===== src/common/pced_defines.svh =====
// Constants for the pin change edge detector: offsets, field layout, reset values.
`ifndef PCED_DEFINES_SVH
`define PCED_DEFINES_SVH
`define PCED_NPINS 6
`define PCED_RISE_OFS 12'h000
`define PCED_FALL_OFS 12'h004
`define PCED_FLAG_OFS 12'h008
`define PCED_CTRL_OFS 12'h00c
`define PCED_CTRL_MEN_BIT 0
`define PCED_CTRL_SUM_BIT 1
`define PCED_PIN_MASK 8'h3f
`define PCED_REG_RESET 8'h00
`endif


===== src/common/pced_pkg.sv =====
// Types for the pin change edge detector.
package pced_pkg;
   typedef enum logic [1:0] {PCED_IDLE, PCED_WRITE} pced_phase_t;
   typedef logic [5:0] pced_pins_t;
endpackage


===== src/rtl/pced_edge_cell.sv =====
// One pin's edge detector and sticky change flag.
`timescale 1ns/100ps
`include "pced_defines.svh"
module pced_edge_cell
   import pced_pkg::*;
(
   // Clock and reset.
   input wire logic hclk,
   input wire logic hresetn,
   // Pin and arming.
   input wire logic pin_now,
   input wire logic pin_prev,
   input wire logic rise_en,
   input wire logic fall_en,
   // Software access to the flag.
   input wire logic sw_write,
   input wire logic sw_value,
   // Flag state.
   output logic flag,
   output logic hit
);
   logic flag_r;

   // The comparison with the previous sample catches both directions independently.
   assign hit = (rise_en & pin_now & ~pin_prev) | (fall_en & ~pin_now & pin_prev);

   always_ff @(posedge hclk or negedge hresetn)
   begin
      if (!hresetn)
         flag_r <= 1'b0;
      else if (hit)
         flag_r <= 1'b1;
      else if (sw_write)
         flag_r <= sw_value;
   end

   assign flag = flag_r;

   flag_set_a: assert property (@(posedge hclk) disable iff (!hresetn)
      hit |=> flag)
      else $error("flag not set after enabled edge");
   set_beats_clear_a: assert property (@(posedge hclk) disable iff (!hresetn)
      (hit && sw_write && !sw_value) |=> flag)
      else $error("clear won over edge");
   flag_hold_a: assert property (@(posedge hclk) disable iff (!hresetn)
      (flag && !sw_write) |=> flag)
      else $error("flag dropped without write");
   no_arm_a: assert property (@(posedge hclk) disable iff (!hresetn)
      (!rise_en && !fall_en && !flag && !(sw_write && sw_value)) |=> !flag)
      else $error("flag set with edges disarmed");
endmodule


===== src/rtl/pced_top.sv =====
// AHB-Lite slave with six-pin change detection, summary flag and wake request.
//
// Implementation choices: the AHB-Lite interface to the registers and the address map.
`timescale 1ns/100ps
`include "pced_defines.svh"
module pced_top
   import pced_pkg::*;
(
   // Clock and reset.
   input wire logic hclk,
   input wire logic hresetn,
   // AHB-Lite slave.
   input wire logic hsel,
   input wire logic [11:0] haddr,
   input wire logic [1:0] htrans,
   input wire logic hwrite,
   input wire logic [2:0] hsize,
   input wire logic hready,
   input wire logic [31:0] hwdata,
   output logic [31:0] hrdata,
   output logic hreadyout,
   output logic hresp,
   // Port pins, already synchronous to hclk.
   input wire logic [5:0] port_pin,
   // System side.
   output logic pin_change_irq,
   output logic pin_change_summary_flag,
   output logic wake_req
);
   logic [5:0] rise_edge_enable_r;
   logic [5:0] fall_edge_enable_r;
   logic pin_change_master_enable_r;
   logic [5:0] pin_prev_r;
   logic [5:0] flags;
   logic [5:0] hits;
   logic [11:0] addr_r;
   logic wr_pend_r;
   logic [31:0] hrdata_r;
   logic [31:0] rd_nxt;
   pced_phase_t phase_r;
   logic acc;
   logic flag_wr;

   assign acc = hsel & hready & htrans[1];
   assign hreadyout = 1'b1;
   assign hresp = 1'b0;

   // Address phase is latched; the write lands in the data phase when hwdata is valid.
   always_ff @(posedge hclk or negedge hresetn)
   begin
      if (!hresetn)
      begin
         addr_r <= 12'h000;
         wr_pend_r <= 1'b0;
         phase_r <= PCED_IDLE;
      end
      else
      begin
         addr_r <= haddr;
         wr_pend_r <= acc & hwrite;
         phase_r <= (acc & hwrite) ? PCED_WRITE : PCED_IDLE;
      end
   end

   // Enable and master registers; bits above 5 are not stored.
   always_ff @(posedge hclk or negedge hresetn)
   begin
      if (!hresetn)
      begin
         rise_edge_enable_r <= 6'h00;
         fall_edge_enable_r <= 6'h00;
         pin_change_master_enable_r <= 1'b0;
      end
      else if (wr_pend_r)
      begin
         case (addr_r)
            `PCED_RISE_OFS: rise_edge_enable_r <= hwdata[5:0];
            `PCED_FALL_OFS: fall_edge_enable_r <= hwdata[5:0];
            `PCED_CTRL_OFS: pin_change_master_enable_r <= hwdata[`PCED_CTRL_MEN_BIT];
            default: ;
         endcase
      end
   end

   // Reading a sample a cycle old makes each transition visible for exactly one clock.
   always_ff @(posedge hclk or negedge hresetn)
   begin
      if (!hresetn)
         pin_prev_r <= 6'h00;
      else
         pin_prev_r <= port_pin;
   end

   assign flag_wr = (phase_r == PCED_WRITE) && (addr_r == `PCED_FLAG_OFS);

   genvar gi;
   generate
      for (gi = 0; gi < `PCED_NPINS; gi++)
      begin : g_pin
         pced_edge_cell u_cell (
            .hclk(hclk),
            .hresetn(hresetn),
            .pin_now(port_pin[gi]),
            .pin_prev(pin_prev_r[gi]),
            .rise_en(rise_edge_enable_r[gi]),
            .fall_en(fall_edge_enable_r[gi]),
            .sw_write(flag_wr),
            .sw_value(hwdata[gi]),
            .flag(flags[gi]),
            .hit(hits[gi])
         );
      end
   endgenerate

   assign pin_change_summary_flag = |flags;
   assign pin_change_irq = pin_change_summary_flag & pin_change_master_enable_r;

   // Wake is a registered one-cycle pulse, one clock after an armed edge, and only while the master enable is set.
   always_ff @(posedge hclk or negedge hresetn)
   begin
      if (!hresetn)
         wake_req <= 1'b0;
      else
         wake_req <= pin_change_master_enable_r & (|hits);
   end

   always_comb
   begin
      rd_nxt = 32'h00000000;
      case (haddr)
         `PCED_RISE_OFS: rd_nxt = {26'h0, rise_edge_enable_r};
         `PCED_FALL_OFS: rd_nxt = {26'h0, fall_edge_enable_r};
         `PCED_FLAG_OFS: rd_nxt = {26'h0, flags};
         `PCED_CTRL_OFS: rd_nxt = {30'h0, pin_change_summary_flag,
            pin_change_master_enable_r};
         default: rd_nxt = 32'h00000000;
      endcase
   end

   always_ff @(posedge hclk or negedge hresetn)
   begin
      if (!hresetn)
         hrdata_r <= 32'h00000000;
      else if (acc && !hwrite)
         hrdata_r <= rd_nxt;
   end

   assign hrdata = hrdata_r;

   summary_or_a: assert property (@(posedge hclk) disable iff (!hresetn)
      pin_change_summary_flag == (flags != 6'h00))
      else $error("summary flag not OR of flags");
   irq_gate_a: assert property (@(posedge hclk) disable iff (!hresetn)
      !pin_change_master_enable_r |-> !pin_change_irq)
      else $error("irq with master enable clear");
   detect_masked_a: assert property (@(posedge hclk) disable iff (!hresetn)
      (hits[0] && !pin_change_master_enable_r) |=> flags[0])
      else $error("flag not set while master disabled");
   wake_edge_a: assert property (@(posedge hclk) disable iff (!hresetn)
      (pin_change_master_enable_r && (hits != 6'h00)) |=> wake_req)
      else $error("no wake on enabled edge");
   rise_detect_a: assert property (@(posedge hclk) disable iff (!hresetn)
      (rise_edge_enable_r[1] && $rose(port_pin[1])) |=> flags[1])
      else $error("rising edge missed");
   fall_detect_a: assert property (@(posedge hclk) disable iff (!hresetn)
      (fall_edge_enable_r[2] && $fell(port_pin[2])) |=> flags[2])
      else $error("falling edge missed");
   hi_bits_zero_a: assert property (@(posedge hclk) disable iff (!hresetn)
      (acc && !hwrite) |=> hrdata[31:6] == 26'h0)
      else $error("unimplemented bits read nonzero");
   clear_works_a: assert property (@(posedge hclk) disable iff (!hresetn)
      (flag_wr && !hwdata[3] && !hits[3]) |=> !flags[3])
      else $error("write of zero did not clear");

   irq_seen_c: cover property (@(posedge hclk) disable iff (!hresetn) $rose(pin_change_irq));
   race_c: cover property (@(posedge hclk) disable iff (!hresetn) flag_wr && (hits != 6'h00));
   wake_c: cover property (@(posedge hclk) disable iff (!hresetn) wake_req);
   masked_flag_c: cover property (@(posedge hclk) disable iff (!hresetn)
      pin_change_summary_flag && !pin_change_master_enable_r);
endmodule


===== config.mk =====
export PLATFORM = sky130hd
export DESIGN_NAME = pced_top
export DESIGN_NICKNAME = d
export VERILOG_FILES = /design/src/common/pced_pkg.sv /design/src/rtl/pced_edge_cell.sv /design/src/rtl/pced_top.sv
export VERILOG_INCLUDE_DIRS = /design/src /design/src/common
export SDC_FILE = /design/constraint.sdc
export NUM_CORES = 1
export LEC_CHECK = 0
export BUFFER_PORTS_ARGS = -buffer_cell sky130_fd_sc_hd__buf_4
export CORE_MARGIN = 4
export CORE_UTILIZATION = 30
export DETAILED_ROUTE_END_ITERATION = 12
export HOLD_SLACK_MARGIN = 0.15
export SYNTH_ARGS = -nofsm -noshare
export SYNTH_HDL_FRONTEND = slang
export SYNTH_SLANG_ARGS = --single-unit

===== constraint.sdc =====
create_clock -name hclk -period 2.4 [get_ports hclk]
set_input_delay 0.72 -clock hclk [delete_from_list [all_inputs] [get_ports hclk]]
set_output_delay 0.72 -clock hclk [all_outputs]
set_load 0.005 [all_outputs]

Word level (Yosys, flattened, before mapping)
Index checks and enable logic that the tools add are counted.
{"block": "totals", "regBits": 72, "inputBits": 60, "wordCells": 99}
{"block": "op_classes", "eq_ne": 7, "n_mux": 14, "bitwise_logic": 47, "n_reduce_logical": 16}
{"operator": "$eq 12x4->1 const B", "n": 4}
{"operator": "$and 1x1->1", "n": 29}
{"operator": "$eq 12x3->1 const B", "n": 2}
{"operator": "$logic_not 12->1", "n": 2}
{"operator": "$pmux 6 s4", "n": 1}
{"operator": "$mux 1", "n": 13}
{"operator": "$not 1->1", "n": 12}
{"operator": "$reduce_bool 2->1", "n": 6}
{"operator": "$reduce_or 6->1", "n": 2}
{"operator": "$or 1x1->1", "n": 6}
{"operator": "$reduce_and 2->1", "n": 3}
{"operator": "$logic_and 1x1->1", "n": 2}
{"operator": "$eq 1x1->1 const B", "n": 1}
{"operator": "$logic_not 1->1", "n": 1}

Longest topological paths before layout
{"block": "depth", "word_depth": 6, "depth_mapped": 5}

By module
From an unflattened synthesis, not the netlist that was laid out.
{"block": "hier_totals", "hier_cells": 170, "hier_area_um2": 2088.3}
{"module": "pced_top", "n_inst": 1, "cells_per_inst": 134, "area_per_inst_um2": 1735.4, "seq_area_each_um2": 975.9}
{"module": "pced_edge_cell", "n_inst": 6, "cells_per_inst": 6, "area_per_inst_um2": 58.8, "seq_area_each_um2": 25.0}

Worst setup path before layout
OpenSTA, ideal clock, no wires.
{"block": "synth_path", "path_type": "reg2reg", "start": "reg addr_r[8]", "end": "reg rise_edge_enable_r[1]", "setup_time_ns": 0.125, "arrival_ns": 1.804, "t_required_ns": 2.275, "setup_slack_ns": 0.471, "stages_incl_launch_ff": 5, "synth_period_minus_slack_ns": 1.929, "cell_sequence": "dfrtp_1 -> or4b_4 -> nor3_2 -> nor3b_4 -> mux2_2"}
{"block": "synth_via", "elab_chain_len": 2}
{"element": "start, declared", "line_no": "pced_top.sv:36", "text": "logic [11:0] addr_r;"}
{"element": "start signal, assigned", "line_no": "pced_top.sv:59", "text": "addr_r <= haddr;"}
{"element": "$logic_not 12->1", "line_no": "pced_top.sv:76", "text": "case (addr_r)"}
{"element": "$reduce_and 2->1 (no line)"}
{"element": "end signal, assigned", "line_no": "pced_top.sv:77", "text": "`PCED_RISE_OFS: rise_edge_enable_r <= hwdata[5:0];"}
{"element": "end, declared", "line_no": "pced_top.sv:30", "text": "logic [5:0] rise_edge_enable_r;"}
No other way between the ends.
A chain may end at the register's enable or synchronous reset.

Worst setup path in the final report
{"block": "layout_path", "start": "reg g_pin[0].u_cell.flag_r", "end": "out pin_change_irq"}
{"block": "layout_via", "elab_chain_len": 2}
{"element": "start, declared", "line_no": "pced_edge_cell.sv:22", "text": "logic flag_r;"}
{"element": "start signal, assigned", "line_no": "pced_edge_cell.sv:34", "text": "flag_r <= sw_value;"}
{"element": "$reduce_or 6->1", "line_no": "pced_top.sv:115", "text": "assign pin_change_summary_flag = |flags;"}
{"element": "$and 1x1->1", "line_no": "pced_top.sv:116", "text": "assign pin_change_irq = pin_change_summary_flag & pin_change_master_enable_r;"}
{"element": "end, declared", "line_no": "pced_top.sv:26", "text": "output logic pin_change_irq,"}
No other way between the ends.

==> results_dict.tcl <==
set metrics [dict create \
    numCtsBuffers 5 \
    drive_gt1_frac 0.302 \
    worst_slew_pin_slew_ns 0.599 \
    critPathTopFamily "simple AND/OR/NAND/NOR gates" \
    vias 1309 \
    cts_setup_buffers 0 \
    overflow 0 \
    crit_path_cell_trace "nor4_1 > nand2_1 > and2_1 > buf_4" \
    antenna_cells 0 \
    grt_max_degree 46 \
    ys_seq_area_frac 0.545 \
    max_freq_mhz 465 \
    worst_slack_ns 0.247 \
    relSlewSlack 0.597 \
    crit_fanout 3 \
    htreeDepth 2 \
    root_buffer "clkbuf_8" \
    nets 274 \
    leakage_uw 0.00109 \
    final_antenna_net_count 0 \
    numPortBuffers 38 \
    crit_required_ns 1.68 \
    tns_ns 0 \
    area_growth_syn_to_layout_pct 18.6 \
    cts.clk_slew.worst_paths_ns 0.08 \
    crit_type "reg -> out" \
    netlist_area_mm2 0.00206 \
    cp.arrival_ns 1.43 \
    synthCells 172 \
    power.density_mw_per_mm2 604 \
    routed_via_density 4.48 \
    rows 29 \
    hold_path_class "in -> async" \
    avgRoutedWirePerCell_um 13.8 \
    drc 0 \
    nFillCells 634 \
    track_usage 0.102 \
    cap_violations 0 \
    outcome "complete, no violations" \
    cpPeakStageDelay_ns 0.41 \
    first_pass_iters 4 \
    period_needed_ns 2.15 \
    max-vdd-ir-drop_uv 547 \
    layout_commonest_cell "dfrtp_1" \
    post_cts_resized 0 \
    slew_viol_final 0 \
    worst_setup_path_start_kind "flop" \
    hold_viol 0 \
    tritoncts "done" \
    cp_slowest_cell "dfrtp_1" \
    dp_hpwl_mm 3.17 \
    die_x_um 91.0 \
    setup_violations 0 \
    finalClockSkew_ns 0.00612 \
    syn_area_per_cell_um2 12.0 \
    cp-end-kind "output pin" \
    die-area_mm2 0.00827 \
    clkLatencyLatePin_ns 0.29 \
    gp_congestion 0.734 \
    grt_pass1_vias 1329 \
    initial_core_util 0.316 \
    die_h_um 91.0 \
    place_ws_ns 0.242 \
    cts.sinks 45 \
    grt_first_pass_wirelength_mm 6.78 \
    postCtsHoldBufs 0 \
    critPathBufInv 1 \
    yosysWarnings 0 \
    ys_ff_latch 45 \
    coreArea_mm2 0.00653 \
    layout_common_cells "45 x dfrtp_1, 39 x buf_4, 28 x conb_1" \
    antenna_found_initial 0 \
    wirelength_mm 4.04 \
    rsz0062_at_grt "no" \
    io_pins 97 \
    drt_iter0_drc 54 \
    fin_crit_sh 0.897 \
    ys_types 32 \
    clockBufferDepth 2 \
]
## power by group
part	internal (µW)	switching (µW)	total, µW
clock	311	255	567
combinational	57.4	61.1	118
sequential	781	13.6	795
## final cells by class
cell class              instances  area, µm²  area share
clock inverters                 3       46.3      0.0189
well taps                      77       96.3      0.0393
flip-flops and latches         45       1130       0.460
clock buffers                   5       68.8      0.0281
repair buffers                 39        293       0.120
multi-input cells             123        818       0.334
## metrics by stage
step / instance area (µm²) / utilization / power [µW] / hold WS (ns) / cells
final: 2450 / 0.375 / 1480 / 0.400 / 292
after CTS: 2450 / 0.375 / 1500 / 0.429 / 292
after floorplan: 2160 / - / 887 / 0.424 / 198
after global routing: 2450 / 0.375 / 1550 / 0.451 / 292
after detailed placement: 2330 / 0.357 / 931 / 0.472 / 284
after global placement: 2330 / 0.357 / 928 / 0.471 / 284
## Yosys cell counts, drive strengths merged
cell	count	area, µm²
a21oi	4	20.0
a221o	1	10.0
a31oi	1	6.26
and2	1	6.26
and3b	1	8.76
and4	1	8.76
buf	28	210
clkbuf	2	7.51
conb	2	7.51
dfrtp	45	1130
mux2	13	146
mux2i	10	100
mux4	1	22.5
nand2	14	52.6
nand2b	6	37.5
nand3	1	5.00
nand3b	7	52.6
nand4b	2	17.5
nor2	7	26.3
nor2b	1	6.26
nor3	1	10.0
nor3b	1	18.8
nor4	4	40.0
o21ai	12	60.1
o31a	1	8.76
or3	1	6.26
or4	2	18.8
or4b	2	23.8
## cell families after synthesis
| group | synth area share |
|---|---|
| buffers and inverters | 0.105 |
| other | 0.00364 |
| muxes | 0.130 |
| DFF | 0.545 |
| and+or+nand+nor | 0.164 |
| AOI/OAI and AO/OA | 0.0509 |
## registers in the layout, indices dropped and copies added (netlist names)
| signal | cells |
|---|---|
| addr_r | 12 |
| fall_edge_enable_r | 6 |
| g_pin.u_cell.flag | 6 |
| hrdata | 6 |
| pin_prev_r | 6 |
| rise_edge_enable_r | 6 |
| phase_r | 1 |
| pin_change_master_enable_r | 1 |
| wake_req | 1 |
## path summary, 6_finish.rpt
path                                                  startpoint                           endpoint  slack [ns]  cells past startpoint
worst max-delay path            g_pin[0].u_cell.flag$_DFFE_PN0P_                     pin_change_irq        0.25                      4
worst min-delay path                                     hresetn              hrdata[3]$_DFFE_PN0P_        0.40                      1
worst max register to register               addr_r[8]$_DFF_PN0_  rise_edge_enable_r[3]$_DFFE_PN0P_        0.26                      4
worst min register to register             hrdata[1]$_DFFE_PN0P_              hrdata[1]$_DFFE_PN0P_        0.49                      2
max in group asynchronous                                hresetn              hrdata[4]$_DFFE_PN0P_        1.61                      1
min in group hclk                          hrdata[1]$_DFFE_PN0P_              hrdata[1]$_DFFE_PN0P_        0.49                      2
## layer usage
metal,share of wire,routed length [µm],GRT usage
met5,0,0,0
met4,0.0079,32,0.0264
met2,0.48,1940,0.163
met1,0.46,1850,0.136
met3,0.053,215,0.0306
(Power assumes the default switching activity.)
